--- src/inc/spi_host_pkg.sv ---
// Constants, carriers and helpers for the sensor register port master
package spi_host_pkg;

  // Access word layout
  localparam int ADDR_W     = 9;
  localparam int DIR_W      = 1;
  localparam int DATA_W     = 16;
  localparam int FRAME_BITS = ADDR_W + DIR_W + DATA_W;

  // Direction bit values
  localparam logic DIR_WRITE = 1'b1;
  localparam logic DIR_READ  = 1'b0;

  // Idle levels of the link pins
  localparam logic SS_N_IDLE = 1'b1;
  localparam logic SCK_IDLE  = 1'b0;

  // Clock periods in nanoseconds
  localparam int CLK_PERIOD_NS = 10;
  localparam int SCK_PERIOD_NS = 100;

  // Half serial period in system cycles, a least time so rounded up
  localparam int SCK_HALF_RAW = (SCK_PERIOD_NS / 2 + CLK_PERIOD_NS - 1) / CLK_PERIOD_NS;
  localparam int SCK_HALF_CYC = (SCK_HALF_RAW < 1) ? 1 : SCK_HALF_RAW;
  localparam int HALF_CNT_W   = 4;
  localparam logic [HALF_CNT_W-1:0] HALF_LAST = HALF_CNT_W'(SCK_HALF_CYC - 1);

  // Link timing in serial clock periods, two half-period ticks each
  localparam int TICKS_PER_PERIOD = 2;
  localparam int TSSSCK_PERIODS   = 1;
  localparam int TSCKSS_PERIODS   = 1;
  localparam int TSPI_PERIODS     = 2;
  localparam int PH_CNT_W         = 3;
  localparam logic [PH_CNT_W-1:0] LEAD_LAST =
    PH_CNT_W'(TSSSCK_PERIODS * TICKS_PER_PERIOD - 1);
  localparam logic [PH_CNT_W-1:0] TAIL_LAST =
    PH_CNT_W'(TSCKSS_PERIODS * TICKS_PER_PERIOD - 1);
  localparam logic [PH_CNT_W-1:0] GAP_LAST  =
    PH_CNT_W'(TSPI_PERIODS * TICKS_PER_PERIOD - 1);
  localparam logic [PH_CNT_W-1:0] PH_ZERO   = 3'h0;

  // Bit positions within a frame, counted from the first bit sent
  localparam int BIT_CNT_W = 5;
  localparam logic [BIT_CNT_W-1:0] BIT_ZERO       = 5'h00;
  localparam logic [BIT_CNT_W-1:0] LAST_BIT       = BIT_CNT_W'(FRAME_BITS - 1);
  localparam logic [BIT_CNT_W-1:0] DATA_FIRST_BIT = BIT_CNT_W'(ADDR_W + DIR_W);

  localparam logic [DATA_W-1:0] DATA_ZERO = 16'h0000;

  // One register access request
  typedef struct packed {
    logic              write;
    logic [ADDR_W-1:0] addr;
    logic [DATA_W-1:0] wdata;
  } spi_req_type;

  // Result of one completed access
  typedef struct packed {
    logic              write;
    logic [ADDR_W-1:0] addr;
    logic [DATA_W-1:0] rdata;
  } spi_resp_type;

  // Master sequencer states
  typedef enum logic [2:0] {
    ST_IDLE  = 3'b000,
    ST_LEAD  = 3'b001,
    ST_SHIFT = 3'b010,
    ST_TAIL  = 3'b011,
    ST_GAP   = 3'b100
  } host_state_type;

  // Serial frame: address, direction, data or zeros on a read
  function automatic logic [FRAME_BITS-1:0] build_frame(input spi_req_type req);
    logic [DATA_W-1:0] payload;
    payload = (req.write == DIR_WRITE) ? req.wdata : DATA_ZERO;
    return {req.addr, req.write, payload};
  endfunction : build_frame

  // True on bits where a read returns data on miso
  function automatic logic is_read_data_bit(input logic write,
                                            input logic [BIT_CNT_W-1:0] idx);
    return (write == DIR_READ) && (idx >= DATA_FIRST_BIT);
  endfunction : is_read_data_bit

endpackage : spi_host_pkg

--- src/rtl/pin_sync3.sv ---
// Three-stage synchroniser with agreement filter for one pin input
`timescale 1ns/1ps
module pin_sync3 (
  input  wire logic clk_i,
  input  wire logic rst_n_i,
  input  wire logic pin_i,
  output logic      level_o
);

  logic meta_ff;
  logic s2_ff;
  logic s3_ff;

  // Capture chain; first stage feeds only the second
  always_ff @(posedge clk_i or negedge rst_n_i) begin
    if (!rst_n_i) begin
      meta_ff <= 1'b0;
      s2_ff   <= 1'b0;
      s3_ff   <= 1'b0;
    end else begin
      meta_ff <= pin_i;
      s2_ff   <= meta_ff;
      s3_ff   <= s2_ff;
    end
  end

  // Level follows once second and third stages agree
  always_ff @(posedge clk_i or negedge rst_n_i) begin
    if (!rst_n_i) begin
      level_o <= 1'b0;
    end else if (s2_ff == s3_ff) begin
      level_o <= s3_ff;
    end
  end

endmodule : pin_sync3

--- src/rtl/sck_tick_gen.sv ---
// Divider giving one tick per half serial clock period
`timescale 1ns/1ps
module sck_tick_gen
  import spi_host_pkg::*;
(
  input  wire logic clk_i,
  input  wire logic rst_n_i,
  input  wire logic run_i,
  output logic      tick_o
);

  logic [HALF_CNT_W-1:0] cnt_ff;
  logic                  at_last;

  assign at_last = (cnt_ff == HALF_LAST);

  // Counter restarts whenever the link is idle
  always_ff @(posedge clk_i or negedge rst_n_i) begin
    if (!rst_n_i) begin
      cnt_ff <= '0;
    end else if (!run_i || at_last) begin
      cnt_ff <= '0;
    end else begin
      cnt_ff <= cnt_ff + 1'b1;
    end
  end

  // Registered tick pulse
  always_ff @(posedge clk_i or negedge rst_n_i) begin
    if (!rst_n_i) begin
      tick_o <= 1'b0;
    end else begin
      tick_o <= run_i && at_last;
    end
  end

endmodule : sck_tick_gen

--- src/rtl/sensor_spi_host.sv ---
// Serial master that reads and writes the image sensor's configuration registers
//
// Notes on behaviour
// RL1: Each access carries a 9-bit register address and 16-bit data word.
// RL2: Slave select goes low to start every access; device answers only then.
// RL3: Address goes out msb first, one serial clock period after select falls.
// RL4: Device samples mosi on sck rise; master changes mosi on sck fall.
// RL5: Bit after the address picks direction: one writes, zero reads.
// RL6: On a write the 16-bit data follows the direction bit, msb first.
// RL7: On a read the device returns register contents on miso, msb first.
// RL8: Master captures miso on the falling sck edge, at most 10 MHz.
// RL9: Device keeps miso high impedance unless returning read data.
// RL10: After the last bit, wait one serial period, then raise select.
// RL11: Device port runs on sck alone, asynchronous to its system clock.
// RL12: Keep sck below one sixth PLL clock or 1/30, 1/24 of LVDS clock.
// RL13: At nominal input clocks, sck never exceeds 10 MHz.
// RL14: Between accesses select stays high at least two serial periods.
// RL15: Device drops a write whose select rises before all data bits arrive.
`timescale 1ns/1ps
module sensor_spi_host
  import spi_host_pkg::*;
(
  input  wire logic         clk_i,
  input  wire logic         rst_n_i,
  // Request side
  input  wire logic         req_valid_i,
  input  wire spi_req_type  req_i,
  output logic              req_ready_o,
  // Completion side
  output logic              resp_valid_o,
  output spi_resp_type      resp_o,
  output logic              busy_o,
  // Sensor link
  output logic              sck_o,
  output logic              ss_n_o,
  output logic              mosi_o,
  input  wire logic         miso_i
);

  // ---------------------------------------------------------------
  // Declarations
  // ---------------------------------------------------------------
  logic [1:0]            rst_pipe_ff;
  logic                  rst_n;

  host_state_type        state_ff;
  host_state_type        nxt_state;

  logic                  sck_ff;
  logic                  ss_n_ff;
  logic [FRAME_BITS-1:0] shift_ff;
  logic [DATA_W-1:0]     rdata_ff;
  logic [BIT_CNT_W-1:0]  bit_cnt_ff;
  logic [PH_CNT_W-1:0]   ph_cnt_ff;
  spi_req_type           cur_req_ff;
  logic                  req_ready_ff;
  logic                  resp_valid_ff;
  spi_resp_type          resp_ff;
  logic                  busy_ff;

  logic                  tick;
  logic                  run;
  logic                  miso_level;
  logic                  accept;
  logic                  sck_rise;
  logic                  sck_fall;
  logic                  last_bit;
  logic                  ph_lead_done;
  logic                  ph_tail_done;
  logic                  ph_gap_done;

  // ---------------------------------------------------------------
  // Reset release through two flip-flops
  // ---------------------------------------------------------------
  always_ff @(posedge clk_i or negedge rst_n_i) begin
    if (!rst_n_i) begin
      rst_pipe_ff <= 2'h0;
    end else begin
      rst_pipe_ff <= {rst_pipe_ff[0], 1'b1};
    end
  end

  assign rst_n = rst_pipe_ff[1];

  // ---------------------------------------------------------------
  // Serial clock timebase; half period at 10 MHz or slower
  // ---------------------------------------------------------------
  assign run = (state_ff != ST_IDLE);

  sck_tick_gen u_tick (
    .clk_i   (clk_i),
    .rst_n_i (rst_n),
    .run_i   (run),
    .tick_o  (tick)                                     // RL12
  );

  // ---------------------------------------------------------------
  // Read data pin, from the sensor's clock-free logic
  // ---------------------------------------------------------------
  pin_sync3 u_miso_sync (
    .clk_i   (clk_i),
    .rst_n_i (rst_n),
    .pin_i   (miso_i),
    .level_o (miso_level)
  );

  // ---------------------------------------------------------------
  // Event decode
  // ---------------------------------------------------------------
  assign accept       = req_valid_i && req_ready_ff;
  assign sck_rise     = (state_ff == ST_SHIFT) && tick && (sck_ff == SCK_IDLE);
  assign sck_fall     = (state_ff == ST_SHIFT) && tick && (sck_ff != SCK_IDLE);
  assign last_bit     = (bit_cnt_ff == LAST_BIT);
  assign ph_lead_done = tick && (ph_cnt_ff == LEAD_LAST);
  assign ph_tail_done = tick && (ph_cnt_ff == TAIL_LAST);
  assign ph_gap_done  = tick && (ph_cnt_ff == GAP_LAST);

  // ---------------------------------------------------------------
  // Sequencer next state
  // ---------------------------------------------------------------
  always_comb begin
    nxt_state = state_ff;
    unique case (state_ff)
      ST_IDLE: begin
        if (accept) begin
          nxt_state = ST_LEAD;                          // RL2
        end
      end
      ST_LEAD: begin
        if (ph_lead_done) begin
          nxt_state = ST_SHIFT;                         // RL3
        end
      end
      ST_SHIFT: begin
        if (sck_fall && last_bit) begin
          nxt_state = ST_TAIL;
        end
      end
      ST_TAIL: begin
        if (ph_tail_done) begin
          nxt_state = ST_GAP;                           // RL10
        end
      end
      ST_GAP: begin
        if (ph_gap_done) begin
          nxt_state = ST_IDLE;                          // RL14
        end
      end
      default: begin
        nxt_state = ST_IDLE;
      end
    endcase
  end

  // State register
  always_ff @(posedge clk_i or negedge rst_n) begin
    if (!rst_n) begin
      state_ff <= ST_IDLE;
    end else begin
      state_ff <= nxt_state;
    end
  end

  // ---------------------------------------------------------------
  // Phase counter for lead, tail and gap waits, in half periods
  // ---------------------------------------------------------------
  always_ff @(posedge clk_i or negedge rst_n) begin
    if (!rst_n) begin
      ph_cnt_ff <= PH_ZERO;
    end else if (state_ff != nxt_state) begin
      ph_cnt_ff <= PH_ZERO;                             // Fresh count per phase
    end else if (tick && (state_ff != ST_SHIFT)) begin
      ph_cnt_ff <= ph_cnt_ff + 1'b1;
    end
  end

  // ---------------------------------------------------------------
  // Bit counter across the whole frame
  // ---------------------------------------------------------------
  always_ff @(posedge clk_i or negedge rst_n) begin
    if (!rst_n) begin
      bit_cnt_ff <= BIT_ZERO;
    end else if (accept) begin
      bit_cnt_ff <= BIT_ZERO;
    end else if (sck_fall && !last_bit) begin
      bit_cnt_ff <= bit_cnt_ff + 1'b1;
    end
  end

  // ---------------------------------------------------------------
  // Serial clock: idle low, first rise one period after select
  // ---------------------------------------------------------------
  always_ff @(posedge clk_i or negedge rst_n) begin
    if (!rst_n) begin
      sck_ff <= SCK_IDLE;
    end else if ((state_ff == ST_LEAD) && ph_lead_done) begin
      sck_ff <= ~SCK_IDLE;                              // RL3
    end else if (sck_rise) begin
      sck_ff <= ~SCK_IDLE;
    end else if (sck_fall) begin
      sck_ff <= SCK_IDLE;
    end
  end

  // ---------------------------------------------------------------
  // Slave select: low for the access, high through the gap
  // ---------------------------------------------------------------
  always_ff @(posedge clk_i or negedge rst_n) begin
    if (!rst_n) begin
      ss_n_ff <= SS_N_IDLE;
    end else if (accept) begin
      ss_n_ff <= ~SS_N_IDLE;                            // RL2
    end else if ((state_ff == ST_TAIL) && ph_tail_done) begin
      ss_n_ff <= SS_N_IDLE;                             // RL10
    end
  end

  // ---------------------------------------------------------------
  // Output shift register: loaded as select falls, then mosi changes only on falling sck
  // ---------------------------------------------------------------
  always_ff @(posedge clk_i or negedge rst_n) begin
    if (!rst_n) begin
      shift_ff <= '0;
    end else if (accept) begin
      shift_ff <= build_frame(req_i);                   // RL1 RL3 RL5 RL6
    end else if (sck_fall) begin
      shift_ff <= {shift_ff[FRAME_BITS-2:0], 1'b0};     // RL4
    end
  end

  // ---------------------------------------------------------------
  // Read data capture on falling sck during the data bits
  // ---------------------------------------------------------------
  always_ff @(posedge clk_i or negedge rst_n) begin
    if (!rst_n) begin
      rdata_ff <= DATA_ZERO;
    end else if (accept) begin
      rdata_ff <= DATA_ZERO;
    end else if (sck_fall && is_read_data_bit(cur_req_ff.write, bit_cnt_ff)) begin
      rdata_ff <= {rdata_ff[DATA_W-2:0], miso_level};   // RL7 RL8
    end
  end

  // ---------------------------------------------------------------
  // Request latch, kept for the completion record
  // ---------------------------------------------------------------
  always_ff @(posedge clk_i or negedge rst_n) begin
    if (!rst_n) begin
      cur_req_ff <= '0;
    end else if (accept) begin
      cur_req_ff <= req_i;
    end
  end

  // ---------------------------------------------------------------
  // Ready: high only in idle, dropped in the accepting cycle
  // ---------------------------------------------------------------
  always_ff @(posedge clk_i or negedge rst_n) begin
    if (!rst_n) begin
      req_ready_ff <= 1'b0;
    end else if (accept) begin
      req_ready_ff <= 1'b0;
    end else begin
      req_ready_ff <= (nxt_state == ST_IDLE);           // RL14
    end
  end

  // ---------------------------------------------------------------
  // Busy flag from acceptance until the gap is over
  // ---------------------------------------------------------------
  always_ff @(posedge clk_i or negedge rst_n) begin
    if (!rst_n) begin
      busy_ff <= 1'b0;
    end else begin
      busy_ff <= accept || (nxt_state != ST_IDLE);
    end
  end

  // ---------------------------------------------------------------
  // Completion pulse and record when select rises
  // ---------------------------------------------------------------
  always_ff @(posedge clk_i or negedge rst_n) begin
    if (!rst_n) begin
      resp_valid_ff <= 1'b0;
    end else begin
      resp_valid_ff <= (state_ff == ST_TAIL) && ph_tail_done;
    end
  end

  // Completion record holds until the next completion
  always_ff @(posedge clk_i or negedge rst_n) begin
    if (!rst_n) begin
      resp_ff <= '0;
    end else if ((state_ff == ST_TAIL) && ph_tail_done) begin
      resp_ff.write <= cur_req_ff.write;
      resp_ff.addr  <= cur_req_ff.addr;
      resp_ff.rdata <= rdata_ff;
    end
  end

  // ---------------------------------------------------------------
  // Outputs, each straight from a flip-flop
  // ---------------------------------------------------------------
  assign req_ready_o  = req_ready_ff;
  assign resp_valid_o = resp_valid_ff;
  assign resp_o       = resp_ff;
  assign busy_o       = busy_ff;
  assign sck_o        = sck_ff;                         // RL13
  assign ss_n_o       = ss_n_ff;
  assign mosi_o       = shift_ff[FRAME_BITS-1];         // Msb of frame first

endmodule : sensor_spi_host

--- config.mk ---
export PLATFORM = sky130hd
export DESIGN_NAME = sensor_spi_host
export DESIGN_NICKNAME = d
export VERILOG_FILES = /design/src/inc/spi_host_pkg.sv /design/src/rtl/pin_sync3.sv /design/src/rtl/sck_tick_gen.sv /design/src/rtl/sensor_spi_host.sv
export SDC_FILE = /design/constraint.sdc
export NUM_CORES = 1
export LEC_CHECK = 0
export BUFFER_PORTS_ARGS = -buffer_cell sky130_fd_sc_hd__clkbuf_2
export CAP_MARGIN = 40
export CORE_ASPECT_RATIO = 0.75
export CORE_MARGIN = 3
export CORE_UTILIZATION = 55
export CTS_BUF_LIST = sky130_fd_sc_hd__clkbuf_4 sky130_fd_sc_hd__clkbuf_8 sky130_fd_sc_hd__clkbuf_16
export CTS_CLUSTER_SIZE = 14
export DETAILED_ROUTE_END_ITERATION = 10
export GPL_ROUTABILITY_DRIVEN = 0
export PLACE_DENSITY = 0.76
export SYNTH_ARGS = -nofsm -noshare
export SYNTH_HDL_FRONTEND = slang
export SYNTH_SLANG_ARGS = --single-unit
export TNS_END_PERCENT = 20
--- constraint.sdc ---
create_clock -name clk_i -period 8.25 [get_ports clk_i]
set_input_delay 0 -clock clk_i [delete_from_list [all_inputs] [get_ports clk_i]]
set_output_delay 0 -clock clk_i [all_outputs]
set_load 0.05 [all_outputs]
==> flow_metrics.py, run 1 <==
metrics = {
    "status": {
        "outcome": "complete, no violations",
    },
    "sta": {
        "finalCriticalPeriod_ps": 2020,
        "setup_violations": 0,
        "timing.fmax_ghz": 0.494,
        "whs_ps": 33.5,
        "fin_crit_sh_pct": 24.5,
        "tns_ps": 0,
        "skew_ps": 21.0,
        "slew_viol_final": 0,
        "rsz0062_at_grt": "false",
        "hold_violations": 0,
    },
    "die": {
        "core_sq_mm": 0.00763,
        "die_w_um": 110,
        "top_level_ports": 62,
        "die_area_sq_mm": 0.00927,
        "start_util_pct": 58.7,
        "rows": 27,
        "die_height_um": 84.2,
    },
    "synthesis": {
        "yosys-top-cells-count": "dfrtp_1 (104), nand2_1 (50), o21ai_0 (41)",
        "synth.most_common_cell": "dfrtp_1",
        "synth_top_cell_area_share_pct": 58.1,
        "ys_seq_area_share_pct": 58.7,
        "synth_edf_count": 0,
        "synth_area_leaders": "dfrtp_1 (58%), mux2_2 (6.8%), mux2i_1 (5.6%)",
        "syn_area_sq_mm": 0.00448,
        "synthCells": 389,
        "async_flop_share_pct": 100,
        "synth_seq_cells": 105,
        "synthFlopType": "dfrtp_1",
        "syn_nets": 427,
        "synth_area_per_cell_sq_um": 11.5,
        "yosysWarnings": 0,
        "synth.distinct_cells": 45,
        "yosysTopAreaCell": "dfrtp_1",
    },
    "clock_network": {
        "cts.path.max_buffers": 2,
        "cts_max_level": 3,
        "clkLatencyLatePin_ps": 380,
        "cts_tree": "yes",
        "cts_sinks": 105,
        "post_cts_buffers": 0,
        "cts_resized": 0,
        "numCtsBuffers": 9,
        "ctsRootBufferMaster": "clkbuf_8",
        "clk_pin_slew_ps": 110,
        "hold_buffers": 28,
    },
    "grt": {
        "grt-ovfl-total": 0,
        "antenna_found_initial": 0,
        "grt_start_max_net_pins": 57,
        "grtUsageTotal_pct": 20.1,
        "grt_pass1_vias": 3097,
        "grt_pass1_wl_um": 14700,
    },
    "worst_setup_path": {
        "start_kind": "flop",
        "critPathKind": "reg -> reg",
        "crit_arrival_ps": 2280,
        "critPathRequiredTime_ps": 8510,
        "worst-path-max-fanout": 28,
        "end_kind": "flop",
    },
    "routing": {
        "drcViolationCount": 0,
        "routedWlPerCell_um": 14.9,
        "vias_per_cell": 5.38,
        "dr_total_vias": 3095,
        "wl_um": 8590,
        "drt_iter0_drc": 205,
        "ant_nets": 0,
        "first_pass_iters": 4,
    },
    "final_layout": {
        "fillers": 573,
        "syn_to_final_growth_pct": 19.2,
        "post-route-util_pct": 69.9,
        "design_area_sq_mm": 0.00534,
        "diodes": 0,
        "fin_nets": 507,
        "drive_above_1_share_pct": 25.7,
    },
    "placement": {
        "hpwl_um": 5520,
        "placed_area_sq_mm": 0.00486,
        "io_buffers": 61,
    },
    "power": {
        "vdd_drop_max_v": 0.000132,
        "power_density_mw_per_mm2": 163,
        "power_leakage_uw": 0.00264,
    },
    "min_path": {
        "worstHoldPathType": "in -> reg",
    },
    "run": {
        "maxCapViolations": 0,
    },
}
==> cells in the final DEF, fill, tap and decap left out, types with 2 or more instances in the layout <==
cell type	count
dfrtp_1	103
clkbuf_8	9
a21oi_1	2
inv_1	11
nand4_1	4
nor2_1	13
o21ai_1	2
and2_1	2
nand2b_1	2
nand3_1	35
dlygate4sd3_1	28
mux2i_1	25
clkbuf_2	61
mux2_2	27
inv_8	4
ha_1	8
nor3_1	2
nand2_1	50
nand4b_1	2
o21ai_0	41
nand3b_1	2
xnor2_1	2
buf_4	3
xor2_1	6
a2111oi_1	2
==> worst paths after layout <==
path	depth (start not counted)	end	startpoint	slack, ps
worst max-delay path	6	resp_o[0]$_DFFE_PN0P_	ph_cnt_ff[1]$_DFFE_PN0P_	6230
worst min-delay path	3	bit_cnt_ff[0]$_DFFE_PN0P_	req_valid_i	30
worst max register to register	6	resp_o[0]$_DFFE_PN0P_	ph_cnt_ff[1]$_DFFE_PN0P_	6230
worst min register to register	0	u_miso_sync.meta_ff$_DFF_PN0_	rst_pipe_ff[1]$_DFF_PN0_	200
max in group asynchronous	2	ss_n_o$_DFFE_PN1P_	rst_pipe_ff[1]$_DFF_PN0_	6990
min in group asynchronous	0	u_miso_sync.meta_ff$_DFF_PN0_	rst_pipe_ff[1]$_DFF_PN0_	200
==> cells by family (layout without fill, tap and decap cells) <==
family	Yosys count	after routing	share of synthesized area, %
AOI/OAI and AO/OA	53	53	6.84
xor gates and xnor gates	8	8	1.56
adders and majority gates	9	9	2.46
buffers and inverters	37	122	4.30
DFF	105	105	58.7
muxes	52	52	12.4
other	1	1	0.0837
and+or+nand+nor	124	124	13.7
==> worst max-delay path, cell delays in order (launching register included) <==
cell	delay (ps)
dfrtp_1	390
inv_1	70
ha_1	160
nor2b_1	250
nor4b_4	270
buf_4	380
mux2_2	380
==> through the flow <==
step / total power, uW / setup WS [ps] / cells
2_1_floorplan: 536 / 5110 / 389
3_3_place_gp: 546 / 6160 / 528
3_5_place_dp: 548 / 6210 / 531
4_1_cts: 878 / 6210 / 575
5_1_grt: 904 / 6080 / 575
6_report: 868 / 6230 / 575
==> sequential cells by signal, summed over array words and instances (netlist names), 2 cells and up <==
signal         count
cur_req_ff        10
bit_cnt_ff         5
rst_pipe_ff        2
rdata_ff          16
u_tick.cnt_ff      4
ph_cnt_ff          3
shift_ff          26
state_ff           3
resp_o            26
==> per-layer routing <==
metal	up-vias	share of wire [%]	GRT usage [%]
li1	1498	-	-
met1	1518	47	27.8
met2	64	47	31.4
met3	15	4.5	5.15
met4	0	1.9	6.38
met5	-	0	0
==> report_power, final <==
group	switching (uW)	total (uW)	internal, uW
registers	2.24	518	516
clock network	198	320	122
logic	14.3	29.9	15.6
total	215	868	654
==> cell type report <==
class / count / area (sq um) / share of cell area, %
clock inverter: 7 / 77.6 / 1.45
clock buffer: 9 / 124 / 2.32
tap: 101 / 126 / 2.37
timing repair buffer: 95 / 671 / 12.6
inverter: 11 / 41.3 / 0.773
sequential: 105 / 2630 / 49.3
multi-input combinational: 247 / 1670 / 31.2
No activity file was read; power rests on OpenSTA's default activity.
==> run 2, diff against run 1 <==
--- a/config.mk
+++ b/config.mk
@@ -5,6 +5,7 @@
 export SDC_FILE = /design/constraint.sdc
 export NUM_CORES = 1
 export LEC_CHECK = 0
+export ABC_AREA = 1
 export BUFFER_PORTS_ARGS = -buffer_cell sky130_fd_sc_hd__clkbuf_2
 export CAP_MARGIN = 40
 export CORE_ASPECT_RATIO = 0.75
==> constraint.sdc (replaced) <==
create_clock -name clk_i -period 1.9 [get_ports clk_i]
set_input_delay 0 -clock clk_i [delete_from_list [all_inputs] [get_ports clk_i]]
set_output_delay 0 -clock clk_i [all_outputs]
set_load 0.05 [all_outputs]
==> run 2 against run 1 <==
Effect of this change: clock power grew to 4.6 times the previous value; synthesized cell count is 36% higher; area after synthesis is 3.0% higher; cell count is 26% higher; clock skew is 13 ps lower; critical endpoint is now rdata_ff[13]$_DFFE_PN0P_.
==> flow_metrics.py, run 2 <==
metrics = {
    "status": {
        "outcome": "complete, no violations",
    },
    "sta": {
        "setup_violations": 0,
        "tns_ps": 0,
        "rsz0062_at_grt": "false",
        "timing.fmax_ghz": 0.633,
        "whs_ps": 25.4,
        "skew_ps": 7.72,
        "fin_crit_sh_pct": 83.2,
        "slew_viol_final": 0,
        "finalCriticalPeriod_ps": 1580,
        "hold_violations": 0,
    },
    "final_layout": {
        "design_area_sq_mm": 0.00554,
        "fillers": 640,
        "syn_to_final_growth_pct": 20.0,
        "seq_area_sq_mm": 0.00263,
        "diodes": 0,
        "post-route-util_pct": 69.0,
        "final_cell_mix": "nand2_1 (127), dfrtp_1 (103), inv_1 (72)",
        "fin_nets": 653,
        "layout_commonest_cell": "nand2_1",
        "multiInputGateArea_sq_mm": 0.00158,
        "drive_above_1_share_pct": 15.8,
    },
    "grt": {
        "antenna_found_initial": 0,
        "grtUsageTotal_pct": 21.2,
        "grt_pass1_vias": 3578,
        "grt_start_max_net_pins": 81,
        "grt-ovfl-total": 0,
        "grt_pass1_wl_um": 16300,
    },
    "synthesis": {
        "synthFlopType": "dfrtp_1",
        "synth_area_leaders": "dfrtp_1 (56%), nand2_1 (10%), o21ai_0 (7.4%)",
        "synth_seq_cells": 105,
        "yosysWarnings": 0,
        "yosys-top-cells-count": "nand2_1 (127), dfrtp_1 (104), inv_1 (72)",
        "synth_top_cell_area_share_pct": 56.4,
        "syn_area_sq_mm": 0.00461,
        "synth_area_per_cell_sq_um": 8.72,
        "yosysTopAreaCell": "dfrtp_1",
        "async_flop_share_pct": 100,
        "synth.distinct_cells": 26,
        "ys_seq_area_share_pct": 57.0,
        "synthCells": 529,
        "syn_nets": 567,
        "synth_edf_count": 0,
        "synth.most_common_cell": "nand2_1",
    },
    "power": {
        "power_density_mw_per_mm2": 701,
        "combPwrFrac_pct": 3.6,
        "vdd_drop_max_v": 0.000530,
        "total_power_uw": 3880,
        "power_leakage_uw": 0.00284,
        "switchingPower_uw": 812,
        "internal-power_uw": 3070,
        "pwr-share-clk_pct": 37.9,
        "seqPwrFrac_pct": 58.5,
        "power_switching_share_pct": 20.9,
    },
    "worst_setup_path": {
        "critPathKind": "reg -> reg",
        "critPathRequiredTime_ps": 2170,
        "crit_arrival_ps": 1850,
        "end_kind": "flop",
        "start_kind": "flop",
        "worst-path-max-fanout": 8,
    },
    "routing": {
        "drcViolationCount": 0,
        "wl_um": 9280,
        "routedWlPerCell_um": 12.8,
        "vias_per_cell": 5.07,
        "dr_total_vias": 3677,
        "ant_nets": 0,
        "drt_iter0_drc": 219,
        "first_pass_iters": 5,
    },
    "clock_network": {
        "clkLatencyLatePin_ps": 370,
        "clk_pin_slew_ps": 90,
        "cts.path.max_buffers": 2,
        "cts_tree": "yes",
        "ctsRootBufferMaster": "clkbuf_8",
        "numCtsBuffers": 9,
        "cts_sinks": 105,
        "cts_max_level": 3,
    },
    "die": {
        "top_level_ports": 62,
        "die_w_um": 112,
        "core_sq_mm": 0.00802,
        "start_util_pct": 57.5,
        "die_height_um": 85.3,
        "die_area_sq_mm": 0.00954,
        "rows": 28,
    },
    "min_path": {
        "worstHoldPathType": "in -> reg",
    },
    "placement": {
        "hpwl_um": 6020,
        "placed_area_sq_mm": 0.00502,
        "io_buffers": 61,
    },
    "run": {
        "maxCapViolations": 0,
    },
}
==> run 2: cell types whose count changed in the layout (fill, tap and decap cells not counted), moves of 5 or more <==
cell / before / now
buf_4: 3 / 9
inv_1: 11 / 72
mux2_2: 27 / 0
mux2i_1: 25 / 0
nand2_1: 50 / 127
nand3_1: 35 / 30
nand4_1: 4 / 18
nor2_1: 13 / 36
o21ai_0: 41 / 68
o21ai_1: 2 / 23
==> run 2: cells by family after synthesis <==
group / count (synthesis) / share of synthesized area, %
AOI/OAI and AO/OA: 93 / 10.4
xor gates and xnor gates: 6 / 1.14
adders and majority gates: 9 / 2.39
buffers and inverters: 98 / 8.97
DFF: 105 / 57.0
other: 1 / 0.0813
and+or+nand+nor: 217 / 20.0
==> run 2: repair_timing <==
| item | 4_1_cts | 5_1_grt |
|---|---|---|
| resized for setup | 1 | 0 |
| endpoints found under the setup margin | 16 | 15 |
| hold endpoints to repair | 36 | 0 |
| pin swaps | 0 | 1 |
| hold buffers | 27 | 0 |
| buffers inserted | 0 | 3 |
==> run 2: power by group through the flow <==
stage | clock, uW | combinational, uW | sequential (uW)
detailed placement | 0 | 95.7 | 2320
finish | 1470 | 138 | 2270
global route | 1590 | 155 | 2270
CTS | 1500 | 139 | 2270
floorplan | 0 | 22.6 | 2330
global placement | 0 | 93.6 | 2310
==> run 2: worst paths after layout <==
check	depth (start not counted)	slack [ps]	from	endpoint
min	5	30	req_i[1]	shift_ff[1]$_DFFE_PN0P_
min in group asynchronous	0	270	rst_pipe_ff[1]$_DFF_PN0_	shift_ff[14]$_DFFE_PN0P_
max in group asynchronous	1	990	rst_pipe_ff[1]$_DFF_PN0_	ss_n_o$_DFFE_PN1P_
max reg2reg	7	320	bit_cnt_ff[0]$_DFFE_PN0P_	rdata_ff[13]$_DFFE_PN0P_
max	7	320	bit_cnt_ff[0]$_DFFE_PN0P_	rdata_ff[13]$_DFFE_PN0P_
min reg2reg	0	270	rst_pipe_ff[1]$_DFF_PN0_	shift_ff[14]$_DFFE_PN0P_
==> run 2: layer usage <==
metal	part of all wire [%]	GRT usage, %	vias up
li1	-	-	1840
met1	47	27.8	1730
met2	46	33.9	96
met3	5.0	6.84	11
met4	1.5	6.63	0
met5	0	0	-
==> run 2: through the flow <==
step | setup slack, ps | std cells
after global routing | 130 | 725
after CTS | 171 | 722
final | 320 | 725
after global placement | 72.0 | 679
after detailed placement | -42.2 | 679
after floorplan | 141 | 529
==> run 2: layout make-up <==
class	instances	share of cell area (%)
sequential	105	47.6
multi-input combinational	326	28.5
timing repair buffer	100	12.7
inverter	73	4.95
clock buffer	14	3.25
tap	105	2.37
clock inverter	2	0.633
==> run 2: worst max-delay path: stages (launching register included) <==
cell     delay (ps)
dfrtp_1         410
inv_1            90
ha_1            190
nor3_1          330
o21ai_4         140
buf_4           180
nand4_1          70
nand2_1          60
